**src/logic/ddc_pkg.sv**
```systemverilog
// package: offsets, field layout, reset values and types for the dma/irq/clock control block
package ddc_pkg;

    // ==========================================================
    // register offsets (host i/o address, base relative)
    localparam logic [4:0] CMD_MODE_OFFSET = 5'h0A;
    localparam logic [4:0] CMD_CLK_OFFSET  = 5'h06;
    localparam int         HOST_ADDR_W     = 5;
    localparam int         HOST_DATA_W     = 16;

    // ==========================================================
    // mode register field layout
    localparam int         MODE_W         = 10;
    localparam int         IO_INT_BIT     = 9;
    localparam int         DMA_A_BIT      = 8;
    localparam int         DMA_B_BIT      = 7;
    localparam int         CONV_REQ_BIT   = 6;
    localparam int         OUT1_REQ_BIT   = 5;
    localparam int         OUT0_REQ_BIT   = 4;
    localparam int         SENSE_DRV_BIT  = 3;
    localparam int         IRQ_SEL_LSB    = 0;
    localparam int         IRQ_SEL_W      = 3;
    localparam logic [9:0] MODE_RESET     = 10'h000;

    // ==========================================================
    // clock register layout: upper byte cleared by reset, lower byte is not
    localparam int         CFG_BYTE_W       = 8;
    localparam int         CLKSEL_HI_LSB    = 6;
    localparam logic [7:0] CMD_UPPER_RESET  = 8'h00;
    localparam logic [1:0] CLKSEL_DRIVE_BUS = 2'h1;
    localparam logic [1:0] CLKSEL_FROM_BUS  = 2'h3;

    // ==========================================================
    // routing of both dma channels and interrupt sources
    typedef enum logic [2:0] {
        SRC_NONE,
        SRC_ADC,
        SRC_OUT0,
        SRC_OUT1,
        SRC_OUT_BOTH
    } ddc_src_t;

    typedef struct packed {
        ddc_src_t a_src;
        ddc_src_t b_src;
        logic     dbuf;
        logic     adc_irq;
        logic     timer_irq;
        logic     timer_tick;
    } ddc_route_t;

    // interrupt level selected by the three-bit channel field
    function automatic logic [3:0] ddc_irq_level(input logic [2:0] sel);
        case (sel)
            3'h0:    return 4'h3;
            3'h1:    return 4'h4;
            3'h2:    return 4'h5;
            3'h3:    return 4'h7;
            3'h4:    return 4'hA;
            3'h5:    return 4'hB;
            3'h6:    return 4'hC;
            default: return 4'hF;
        endcase
    endfunction

endpackage

```
**src/logic/ddc_host_if.sv**
```systemverilog
// interface: synchronised host write strobe, address, data and dma terminal count
`timescale 1ns/10ps
interface ddc_host_if;
    import ddc_pkg::*;
    logic                   wr;
    logic [HOST_ADDR_W-1:0] addr;
    logic [HOST_DATA_W-1:0] data;
    logic                   tc;

    modport src (output wr, output addr, output data, output tc);
    modport dst (input wr, input addr, input data, input tc);
endinterface

```
**src/logic/ddc_ctrl.sv**
```systemverilog
// top: command registers, dma request routing, interrupt, sense pin and clock select
`timescale 1ns/10ps
// Summary of operation
// - no irq mode: A from ADC, B to DACs
// - irq mode, no DMA: ADC/timer interrupts
// - one channel feeds DACs, ADC interrupts
// - one channel carries ADC, timer interrupts
// - both channels double-buffer DAC output data, or A to DAC0 / B to DAC1 with both DAC bits set
// - both channels plus ADC: dbuf or split
// - DAC request bits gate DAC requests, except both channels with both bits clear (either DAC)
// - sense bit grounds pin unless nonreferenced single-ended
// - sense bit clear leaves pin undriven
// - field maps codes to levels 3..15
// - clock register upper byte clears on reset
// - clock register lower byte ignores reset
// - clock register write-only at offset 0x06
// - clock select clear: internal clock
// - clock select decodes drive or receive bus
// - channel enable bit gates channel requests
// - ADC request bit gates ADC DMA; DAC modes with irq set still raise ADC interrupts
module ddc_ctrl
    import ddc_pkg::*;
(
    // clock and reset
    input  wire logic                   i_sys_clk,
    input  wire logic                   i_sys_rst,
    // host bus pins
    input  wire logic                   i_host_wr_n,
    input  wire logic [HOST_ADDR_W-1:0] i_host_addr,
    input  wire logic [HOST_DATA_W-1:0] i_host_data,
    input  wire logic                   i_host_tc,
    // converter events
    input  wire logic                   i_adc_avail,
    input  wire logic                   i_out0_ready,
    input  wire logic                   i_out1_ready,
    input  wire logic                   i_timer_tick,
    input  wire logic                   i_nonreferenced_single_ended,
    // dma and interrupt requests
    output logic                        o_dma_req_a,
    output logic                        o_dma_req_b,
    output logic                        o_adc_irq,
    output logic                        o_timer_irq,
    output logic                        o_irq,
    output logic [3:0]                  o_irq_level,
    // analog sense pin
    output logic                        o_analog_sense_pin_out,
    output logic                        o_analog_sense_pin_oe,
    // board clock selection
    output logic                        o_board_clk_from_sync,
    output logic                        o_sync_clk_drive,
    output logic [CFG_BYTE_W-1:0]       o_clk_cfg_hi,
    output logic [CFG_BYTE_W-1:0]       o_clk_cfg_lo
);
    ddc_host_if host ();
    ddc_route_t route;

    logic [MODE_W-1:0]     mode, next_mode;
    logic [CFG_BYTE_W-1:0] next_cfg_hi, next_cfg_lo;
    logic                  act_b, next_act_b;
    logic                  next_req_a, next_req_b;
    logic                  next_adc_irq, next_timer_irq;
    logic [1:0]            clksel;

    // ==========================================================
    // host pin synchroniser
    ddc_host_port u_port (
        .i_sys_clk   (i_sys_clk),
        .i_sys_rst   (i_sys_rst),
        .i_host_wr_n (i_host_wr_n),
        .i_host_addr (i_host_addr),
        .i_host_data (i_host_data),
        .i_host_tc   (i_host_tc),
        .host        (host.src)
    );

    // ==========================================================
    // mode decode
    ddc_mode_decode u_dec (
        .i_io_int   (mode[IO_INT_BIT]),
        .i_dma_a    (mode[DMA_A_BIT]),
        .i_dma_b    (mode[DMA_B_BIT]),
        .i_conv_req (mode[CONV_REQ_BIT]),
        .i_out_req  ({mode[OUT1_REQ_BIT], mode[OUT0_REQ_BIT]}),
        .o_route    (route)
    );

    // ==========================================================
    // request source per channel route
    function automatic logic src_req(input ddc_src_t src, input logic adc,
                                     input logic rdy0, input logic rdy1);
        case (src)
            SRC_ADC:      return adc;
            SRC_OUT0:     return rdy0;
            SRC_OUT1:     return rdy1;
            SRC_OUT_BOTH: return rdy0 | rdy1;
            default:      return 1'b0;
        endcase
    endfunction

    // ==========================================================
    // command registers
    always_comb begin
        next_mode   = mode;
        next_cfg_hi = o_clk_cfg_hi;
        next_cfg_lo = o_clk_cfg_lo;
        if (host.wr && host.addr == CMD_MODE_OFFSET) begin
            next_mode = host.data[MODE_W-1:0];
        end
        if (host.wr && host.addr == CMD_CLK_OFFSET) begin
            next_cfg_hi = host.data[HOST_DATA_W-1:CFG_BYTE_W];
            next_cfg_lo = host.data[CFG_BYTE_W-1:0];
        end
    end

    always_ff @(posedge i_sys_clk) begin
        if (i_sys_rst) begin
            mode         <= MODE_RESET;
            o_clk_cfg_hi <= CMD_UPPER_RESET;
        end else begin
            mode         <= next_mode;
            o_clk_cfg_hi <= next_cfg_hi;
        end
    end

    // lower byte keeps its contents across reset
    always_ff @(posedge i_sys_clk) begin
        o_clk_cfg_lo <= next_cfg_lo;
    end

    // ==========================================================
    // dma requests and interrupt sources
    always_comb begin
        logic timer_evt;
        logic adc_evt;
        // conversions only count while the request bit is set or irq mode asks
        adc_evt    = i_adc_avail;
        timer_evt  = route.timer_tick ? i_timer_tick :
                     ((mode[OUT0_REQ_BIT] & i_out0_ready) |
                      (mode[OUT1_REQ_BIT] & i_out1_ready));
        next_act_b = route.dbuf & (act_b ^ host.tc);
        next_req_a = src_req(route.a_src, adc_evt, i_out0_ready, i_out1_ready)
                     & mode[DMA_A_BIT] & ~(route.dbuf & act_b);
        next_req_b = src_req(route.b_src, adc_evt, i_out0_ready, i_out1_ready)
                     & mode[DMA_B_BIT] & ~(route.dbuf & ~act_b);
        next_adc_irq   = route.adc_irq & adc_evt;
        next_timer_irq = route.timer_irq & timer_evt;
    end

    always_ff @(posedge i_sys_clk) begin
        if (i_sys_rst) begin
            act_b       <= 1'b0;
            o_dma_req_a <= 1'b0;
            o_dma_req_b <= 1'b0;
            o_adc_irq   <= 1'b0;
            o_timer_irq <= 1'b0;
            o_irq       <= 1'b0;
        end else begin
            act_b       <= next_act_b;
            o_dma_req_a <= next_req_a;
            o_dma_req_b <= next_req_b;
            o_adc_irq   <= next_adc_irq;
            o_timer_irq <= next_timer_irq;
            o_irq       <= next_adc_irq | next_timer_irq;
        end
    end

    // ==========================================================
    // irq level, sense pin and clock select
    assign clksel = o_clk_cfg_hi[CLKSEL_HI_LSB +: 2];

    always_ff @(posedge i_sys_clk) begin
        if (i_sys_rst) begin
            o_irq_level            <= ddc_irq_level(MODE_RESET[IRQ_SEL_W-1:0]);
            o_analog_sense_pin_out <= 1'b0;
            o_analog_sense_pin_oe  <= 1'b0;
            o_board_clk_from_sync  <= 1'b0;
            o_sync_clk_drive       <= 1'b0;
        end else begin
            o_irq_level <= ddc_irq_level(mode[IRQ_SEL_LSB +: IRQ_SEL_W]);
            // pin only ever pulled to ground, never driven high
            o_analog_sense_pin_out <= 1'b0;
            o_analog_sense_pin_oe  <= mode[SENSE_DRV_BIT]
                                      & ~i_nonreferenced_single_ended;
            o_board_clk_from_sync  <= (next_cfg_hi[CLKSEL_HI_LSB +: 2]
                                       == CLKSEL_FROM_BUS);
            o_sync_clk_drive       <= (next_cfg_hi[CLKSEL_HI_LSB +: 2]
                                       == CLKSEL_DRIVE_BUS);
        end
    end
endmodule

```
**src/logic/ddc_host_port.sv**
```systemverilog
// host pin synchroniser: two-stage sync and write / terminal count pulses
`timescale 1ns/10ps
module ddc_host_port
    import ddc_pkg::*;
(
    // clock and reset
    input  wire logic                   i_sys_clk,
    input  wire logic                   i_sys_rst,
    // host pins
    input  wire logic                   i_host_wr_n,
    input  wire logic [HOST_ADDR_W-1:0] i_host_addr,
    input  wire logic [HOST_DATA_W-1:0] i_host_data,
    input  wire logic                   i_host_tc,
    // synchronised side
    ddc_host_if.src                     host
);
    logic [HOST_ADDR_W-1:0] addr_s1, addr_s2;
    logic [HOST_DATA_W-1:0] data_s1, data_s2;
    logic [2:0]             wr_sh, tc_sh;
    logic [2:0]             next_wr_sh, next_tc_sh;

    // ==========================================================
    // stage shift; strobe active high after inversion
    always_comb begin
        next_wr_sh = {wr_sh[1:0], ~i_host_wr_n};
        next_tc_sh = {tc_sh[1:0], i_host_tc};
    end

    always_ff @(posedge i_sys_clk) begin
        if (i_sys_rst) begin
            wr_sh <= 3'h0;
            tc_sh <= 3'h0;
        end else begin
            wr_sh <= next_wr_sh;
            tc_sh <= next_tc_sh;
        end
    end

    // address and data travel with the same two-stage delay as the strobe
    always_ff @(posedge i_sys_clk) begin
        addr_s1 <= i_host_addr;
        addr_s2 <= addr_s1;
        data_s1 <= i_host_data;
        data_s2 <= data_s1;
    end

    // write taken on trailing edge of the strobe, when data is settled
    assign host.wr   = ~wr_sh[1] & wr_sh[2];
    assign host.addr = addr_s2;
    assign host.data = data_s2;
    assign host.tc   = tc_sh[1] & ~tc_sh[2];
endmodule

```
**src/logic/ddc_mode_decode.sv**
```systemverilog
// mode decoder: maps the enable bits onto channel routing and interrupt sources
`timescale 1ns/10ps
module ddc_mode_decode
    import ddc_pkg::*;
(
    // mode bits
    input  wire logic              i_io_int,
    input  wire logic              i_dma_a,
    input  wire logic              i_dma_b,
    input  wire logic              i_conv_req,
    input  wire logic [1:0]        i_out_req,
    // decoded routing
    output ddc_route_t             o_route
);
    function automatic ddc_src_t out_src(input logic [1:0] req);
        case (req)
            2'h1:    return SRC_OUT0;
            2'h2:    return SRC_OUT1;
            2'h3:    return SRC_OUT_BOTH;
            default: return SRC_NONE;
        endcase
    endfunction

    always_comb begin
        logic     any_out;
        ddc_src_t osrc;
        any_out = |i_out_req;
        osrc    = out_src(i_out_req);
        o_route = '{a_src: SRC_NONE, b_src: SRC_NONE, default: 1'b0};
        // unlisted combinations keep both channels silent
        case ({i_io_int, i_dma_a, i_dma_b})
            3'b010, 3'b110: begin
                if (!i_conv_req && any_out) begin
                    o_route.a_src   = osrc;
                    o_route.adc_irq = i_io_int;
                end else if (i_conv_req && !any_out) begin
                    o_route.a_src      = SRC_ADC;
                    o_route.timer_irq  = i_io_int;
                    o_route.timer_tick = i_io_int;
                end
            end
            3'b001, 3'b101: begin
                if (!i_conv_req && any_out) begin
                    o_route.b_src   = osrc;
                    o_route.adc_irq = i_io_int;
                end else if (i_conv_req && !any_out) begin
                    o_route.b_src      = SRC_ADC;
                    o_route.timer_irq  = i_io_int;
                    o_route.timer_tick = i_io_int;
                end
            end
            3'b011, 3'b111: begin
                if (!i_conv_req) begin
                    o_route.adc_irq = i_io_int;
                    if (i_out_req == 2'h3) begin
                        o_route.a_src = SRC_OUT0;
                        o_route.b_src = SRC_OUT1;
                    end else begin
                        o_route.a_src = any_out ? osrc : SRC_OUT_BOTH;
                        o_route.b_src = o_route.a_src;
                        o_route.dbuf  = 1'b1;
                    end
                end else if (!any_out) begin
                    o_route.a_src      = SRC_ADC;
                    o_route.b_src      = SRC_ADC;
                    o_route.dbuf       = 1'b1;
                    o_route.timer_irq  = i_io_int;
                    o_route.timer_tick = i_io_int;
                end else if (i_io_int) begin
                    o_route.a_src = osrc;
                    o_route.b_src = SRC_ADC;
                end else begin
                    o_route.a_src = SRC_ADC;
                    o_route.b_src = osrc;
                end
            end
            3'b100: begin
                o_route.adc_irq   = i_conv_req;
                o_route.timer_irq = any_out;
            end
            default: o_route.dbuf = 1'b0;
        endcase
    end
endmodule

```
**config.mk**
```make
export PLATFORM = sky130hd
export DESIGN_NAME = ddc_ctrl
export DESIGN_NICKNAME = d
export VERILOG_FILES = /design/src/logic/ddc_pkg.sv /design/src/logic/ddc_host_if.sv /design/src/logic/ddc_ctrl.sv /design/src/logic/ddc_host_port.sv /design/src/logic/ddc_mode_decode.sv
export SDC_FILE = /design/constraint.sdc
export NUM_CORES = 1
export LEC_CHECK = 0
export BUFFER_PORTS_ARGS = -buffer_cell sky130_fd_sc_hd__buf_2
export CAP_MARGIN = 5
export CORE_AREA = 2 2 87 89
export DETAILED_ROUTE_END_ITERATION = 12
export DIE_AREA = 0 0 89 91
export PLACE_DENSITY_LB_ADDON = 0.05
export SYNTH_ARGS = -nofsm -noshare
export SYNTH_HDL_FRONTEND = slang
export SYNTH_SLANG_ARGS = --single-unit
export TNS_END_PERCENT = 5
```
**constraint.sdc**
```tcl
create_clock -name i_sys_clk -period 2.9 [get_ports i_sys_clk]
set_input_delay 0.145 -clock i_sys_clk [delete_from_list [all_inputs] [get_ports i_sys_clk]]
set_output_delay 0.145 -clock i_sys_clk [all_outputs]
set_load 0.005 [all_outputs]
```
; ---- Word level (Yosys, flattened, before mapping)
; Cells that the tools add are included.
[totals]
ff_bits = 87
inputBits = 30
out_inout_bits = 29
[classes]
n_eq_ne = 28
muxes = 26
bitwise = 25
n_reduce_logical = 12
[ops]
columns = operator, count
row1 = $pmux 4 s7, 1
row2 = $eq 3x3->1 const B, 9
row3 = $eq 3x2->1 const B, 8
row4 = $mux 6, 3
row5 = $and 1x1->1, 14
row6 = $eq 3x1->1 const B, 4
row7 = $pmux 3 s2, 2
row8 = $pmux 3 s3, 1
row9 = $mux 2, 4
row10 = $mux 8, 1
row11 = $pmux 1 s4, 2
row12 = $reduce_or 2->1, 4
row13 = $mux 1, 7
row14 = $mux 7, 1
row15 = $not 1->1, 7
row16 = $eq 2x2->1 const B, 3
row17 = $mux 3, 2
row18 = $pmux 2 s3, 1
row19 = $eq 5x3->1 const B, 1
row20 = $eq 5x4->1 const B, 1
row21 = $eq 2x1->1 const B, 2
row22 = $logic_and 1x1->1, 4
row23 = $reduce_or 4->1, 1
row24 = $logic_not 3->1, 1
row25 = other kinds (4), 7

; ---- Depth between registers and ports, before layout
[logic_depth]
depth_word = 10
ltp_mapped = 6
mapped_depth_nobuf = 6

; ---- By module
; A second synthesis with hierarchy kept.
[unflattened]
hier_cells = 250
area_unflattened_um2 = 3001.6
[by_module_without_submodules]
columns = module, instances, cells_per_inst, area_each_um2, seq_area_each_um2
row1 = ddc_ctrl, 1, 139, 1616.6, 860.8
row2 = ddc_host_port, 1, 56, 1011.0, 960.9
row3 = ddc_mode_decode, 1, 55, 374.1, 0.0

; ---- Least setup slack after synthesis
; Ideal clock, no wire load.
[synth_path]
path_type = reg-to-reg
from = register mode[4]
to = register o_dma_req_b
setup_ns = 0.118
arrival_time_ns = 1.660
required_ns = 2.782
slack_ns = 1.122
stages_incl_launch_ff = 7
synth_period_minus_slack_ns = 1.778
path_cell_list = dfxtp_1 -> inv_1 -> ha_1 -> or2_0 -> mux4_2 -> o211a_1 -> o2111a_1
[synth_via]
elab_chain_cells = 10
word_cells_on_any_way = 28
[synth_rtl]
columns = element, line
row1 = from (decl), ddc_ctrl.sv:57  ; logic [MODE_W-1:0] mode, next_mode;
row2 = from (signal assigned), ddc_ctrl.sv:120  ; mode <= next_mode;
row3 = "$eq 2x2->1, or another cell as far along", "ddc_mode_decode.sv:16, ddc_mode_decode.sv:55"
row4 = $pmux 3 s3 / $logic_not 1->1 (equally long branches), "ddc_mode_decode.sv:16, ddc_mode_decode.sv:46"
row5 = "$mux 3, or another cell as far along", ddc_mode_decode.sv:59  ; o_route.a_src = any_out ? osrc : SRC_OUT_BOTH;
row6 = "$mux 6, or another cell as far along", ddc_mode_decode.sv:55  ; if (i_out_req == 2'h3) begin
row7 = $mux 7 / $mux 3 (equally long branches), "ddc_mode_decode.sv:53, ddc_mode_decode.sv:43"
row8 = $pmux 3 s2, ddc_mode_decode.sv:31  ; case ({i_io_int, i_dma_a, i_dma_b})
row9 = "$eq 3x3->1, or another cell as far along", ddc_ctrl.sv:91  ; case (src)
row10 = $pmux 1 s4, ddc_ctrl.sv:91
row11 = $and 1x1->1, ddc_ctrl.sv:144  ; & mode[DMA_B_BIT] & ~(route.dbuf & ~act_b);
row12 = $and 1x1->1 *, ddc_ctrl.sv:144
row13 = to (signal assigned), ddc_ctrl.sv:160  ; o_dma_req_b <= next_req_b;
row14 = to (decl), ddc_ctrl.sv:40  ; output logic o_dma_req_b,
; Mark *: on every way between the ends. The rest lies on a longest branch, timed or not.
; A chain may end at the register's enable or synchronous reset.

; ---- Worst setup path after layout
[layout_path]
from = register mode[4]
to = register o_dma_req_a
[layout_via]
elab_chain_cells = 10
word_cells_on_any_way = 28
[layout_rtl]
columns = element, line
row1 = "$eq 2x2->1, or another cell as far along", "ddc_mode_decode.sv:16, ddc_mode_decode.sv:55"
row2 = $pmux 3 s3 / $logic_not 1->1 (equally long branches), "ddc_mode_decode.sv:16, ddc_mode_decode.sv:36"
row3 = "$mux 3, or another cell as far along", ddc_mode_decode.sv:59
row4 = "$mux 6, or another cell as far along", ddc_mode_decode.sv:55
row5 = $mux 7 / $mux 3 (equally long branches), --
row6 = $pmux 3 s2, ddc_mode_decode.sv:31
row7 = "$eq 3x3->1, or another cell as far along", ddc_ctrl.sv:91
row8 = $pmux 1 s4, ddc_ctrl.sv:91
row9 = $and 1x1->1, ddc_ctrl.sv:142  ; & mode[DMA_A_BIT] & ~(route.dbuf & act_b);
row10 = $and 1x1->1 *, ddc_ctrl.sv:142
row11 = to (signal assigned), ddc_ctrl.sv:159  ; o_dma_req_a <= next_req_a;
row12 = to (decl), ddc_ctrl.sv:39  ; output logic o_dma_req_a,
; Marked as above.

==> out/metrics.csv <==
metric,value,unit
Final Max Slew Viols,0,
PD cells,595.6,nW/um^2
post-detail-place hpwl,3321,um
relative slew slack,59.61,%
Routed WL,5147,um
Total GRT Usage,13.62,%
max-cap viol count,0,
CP required,3140,ps
WS Path Type,flop to flop,
FF-to-FF End,o_dma_req_a,
final setup TNS,0,ps
Mapped Nets,256,
"Critical Path, Cell by Cell",inv_1 -> ha_1 -> nand2b_1 -> a221oi_1 -> o311ai_0 -> o2111a_1,
clk sinks,87,
vias in the first global route,1796,
RD Place Congestion,0.7679,
Worst R2R Path Depth,6,
Worst VDD drop,403.4,uV
ys async rst share,0,%
first-pass GRT wire length,8480,um
clock tree buffer depth,2,
slowest cell on the critical path,dfxtp_1,
grt ovf,0,
Final #Nets,340,
PortBufs,57,
leakage power,1.474,nW
"Hold Vio Cnt, Final",0,
total CTS buffers,9,
WHS Path Cells,2,
Synth top area share,56.08,%
Min-Delay Startpoint,i_host_tc,
starting density of the core,39.52,%
"Clk pin slew, worst setup/hold paths",90,ps
DRC,0,
io pins,59,
Worst-Margin Slew,605.8,ps
placed cell areas,3187,sq um
layout overhead on the synthesized area,28.13,%
Gate Count Post-Synth,221,
Yosys warning total,0,
antenna cell count,0,
RSZ-0062 raised after global routing,false,
buffer count from post-CTS setup fixing,0,
Util after Layout,50.63,%
WHS Endpoint,u_port.tc_sh[0],
CP endpoint kind,flop,
area of the die,8099,sq um
Setup Skew,10.22,ps
CP max FO,6,
CTS tree,yes,
"Distinct cells, synth",49,
initial DRC count,71,
f_max,509.6,MHz
wire length per cell,12.58,um
Main synth FF type,dfxtp_1,
sequential fraction of the synthesis area,64.60,%
Overall Power,2.152,mW
initial antenna violation count,0,
Vias per Instance,4.516,
Synth area leader,dfxtp_1,
Worst EP arrival,2200,ps
RR Startpoint,mode[4],
CTS H-Tree Depth,3,
HP Class,primary input to flop,
Post-synth EDFFs,8,
fin crit period,1962,ps
Mapped Area,2820,sq um
syn_area_per_cell,12.76,sq um
R2R setup slack,940,ps
status,"finished, final reports clean",
Vias,1847,
Final Cell Area,3613,sq um
largest net degree at the start of global routing,33,
Final Cycle Share,67.66,%
DRT Pass-1 Iters,4,
Yosys reg bits,87,
core area,7137,sq um
# rows,31,
startpoint types,flop,
fraction of layout cells with a size suffix above 1,27.42,%
chip width,89,um
# setup viols final,0,
antenna-violating nets left,0,
Crit path largest cell delay,430,ps
clk root buf,clkbuf_8,
latest clock arrival within the worst-skew pair,340,ps
Die Ht,91,um
Synth area leaders,"dfxtp_1, edfxtp_1, mux2i_1",
[where the power goes]
group          switching, mW  internal [mW]  leakage [nW]
combinational         0.0213         0.0403         0.646
sequential            0.0125           1.25         0.725
clock                  0.424          0.408         0.103
total                  0.458           1.69          1.47
[synth_stat cells, types with 4 or more instances]
cell / instances
dfxtp_1: 79
ha_1: 5
buf_4: 4
mux2i_1: 18
inv_1: 5
nor2_1: 23
a21oi_1: 4
nand2b_1: 5
nor2b_1: 7
edfxtp_1: 8
nand2_1: 5
[sequential cells by signal, indices dropped and copies added (netlist names), 3 cells and up]
name	flops
mode	10
o_clk_cfg_hi	8
o_clk_cfg_lo	8
o_irq_level	4
u_port.addr_s1	5
u_port.data_s1	16
u_port.host.addr	5
u_port.host.data	16
u_port.tc_sh	3
u_port.wr_sh	3
[cell families after synthesis]
logic type,count (synthesis),share of synthesized area (%)
AND/OR/NAND/NOR,62,13.13
other,1,0.1330
buffers and inverters,15,3.061
XOR/XNOR,1,0.3106
adder cells (fa/ha/maj),5,2.218
flip-flops,87,64.60
multiplexers,20,7.986
AO/OA/AOI/OAI,30,8.563
[layout by cell type, fill, tap and decap left out, drive strengths merged, types with 3 or more instances in the layout]
cell | Yosys | layout
ha | 5 | 5
buf | 6 | 59
nand2b | 6 | 6
dlygate4sd3 | 0 | 23
nand3b | 3 | 3
o2111a | 3 | 3
nor2b | 8 | 8
a21oi | 5 | 5
inv | 6 | 9
nand2 | 6 | 6
nor2 | 23 | 23
edfxtp | 8 | 8
clkbuf | 3 | 10
dfxtp | 79 | 79
mux2i | 18 | 18
[cell type report]
class                           count  area [sq um]
Inverter                            6         22.52
Fill cell                         664          3523
Clock inverter                      6         68.82
Timing Repair Buffer               82         530.5
Clock buffer                       10         127.6
Multi-Input combinational cell    119         918.4
Sequential cell                    87          1822
Tap cell                           99         123.9
[metal layers]
metal | GRT usage, % | vias up | share of wire [%]
met5 | 0 | - | 0
met4 | 4.726 | 0 | 1.4
met3 | 5.000 | 8 | 5.0
met2 | 20.27 | 50 | 46
met1 | 18.16 | 847 | 47
li1 | - | 942 | -
[critical path: cells and delay by family, from the launching register on]
kind | cells | cell delay (ps)
fa+ha+maj | 1 | 280
flops | 1 | 430
compound gates | 3 | 820
buf+inv | 1 | 130
simple gates | 1 | 200
[worst max-delay path by stage]
| stage | startpoint | endpoint | slack [ps] | cells past startpoint |
|---|---|---|---|---|
| detailed placement | mode[4] | o_dma_req_a | 950 | 6 |
| global route | mode[4] | o_dma_req_a | 770 | 6 |
| finish | mode[4] | o_dma_req_a | 940 | 6 |
| global placement | mode[4] | o_dma_req_b | 1040 | 6 |
| CTS | mode[4] | o_dma_req_a | 940 | 6 |
| floorplan | mode[4] | o_dma_req_b | 1120 | 6 |
[what timing repair did]
item,CTS,global route
hold buffers,23,0
endpoints found under the setup margin,0,0
endpoints found under the hold margin,23,0
resized for setup,0,0
[stage by stage]
stage | setup WS, ps | hold WS [ps] | cells
detailed placement | 949.8 | 248.6 | 370
global route | 773.7 | 57.38 | 409
global placement | 1044 | 247.0 | 370
finish | 937.7 | 42.47 | 409
floorplan | 1122 | 172.7 | 221
CTS | 939.8 | 34.42 | 409
Power figures use the tool's default switching activity.
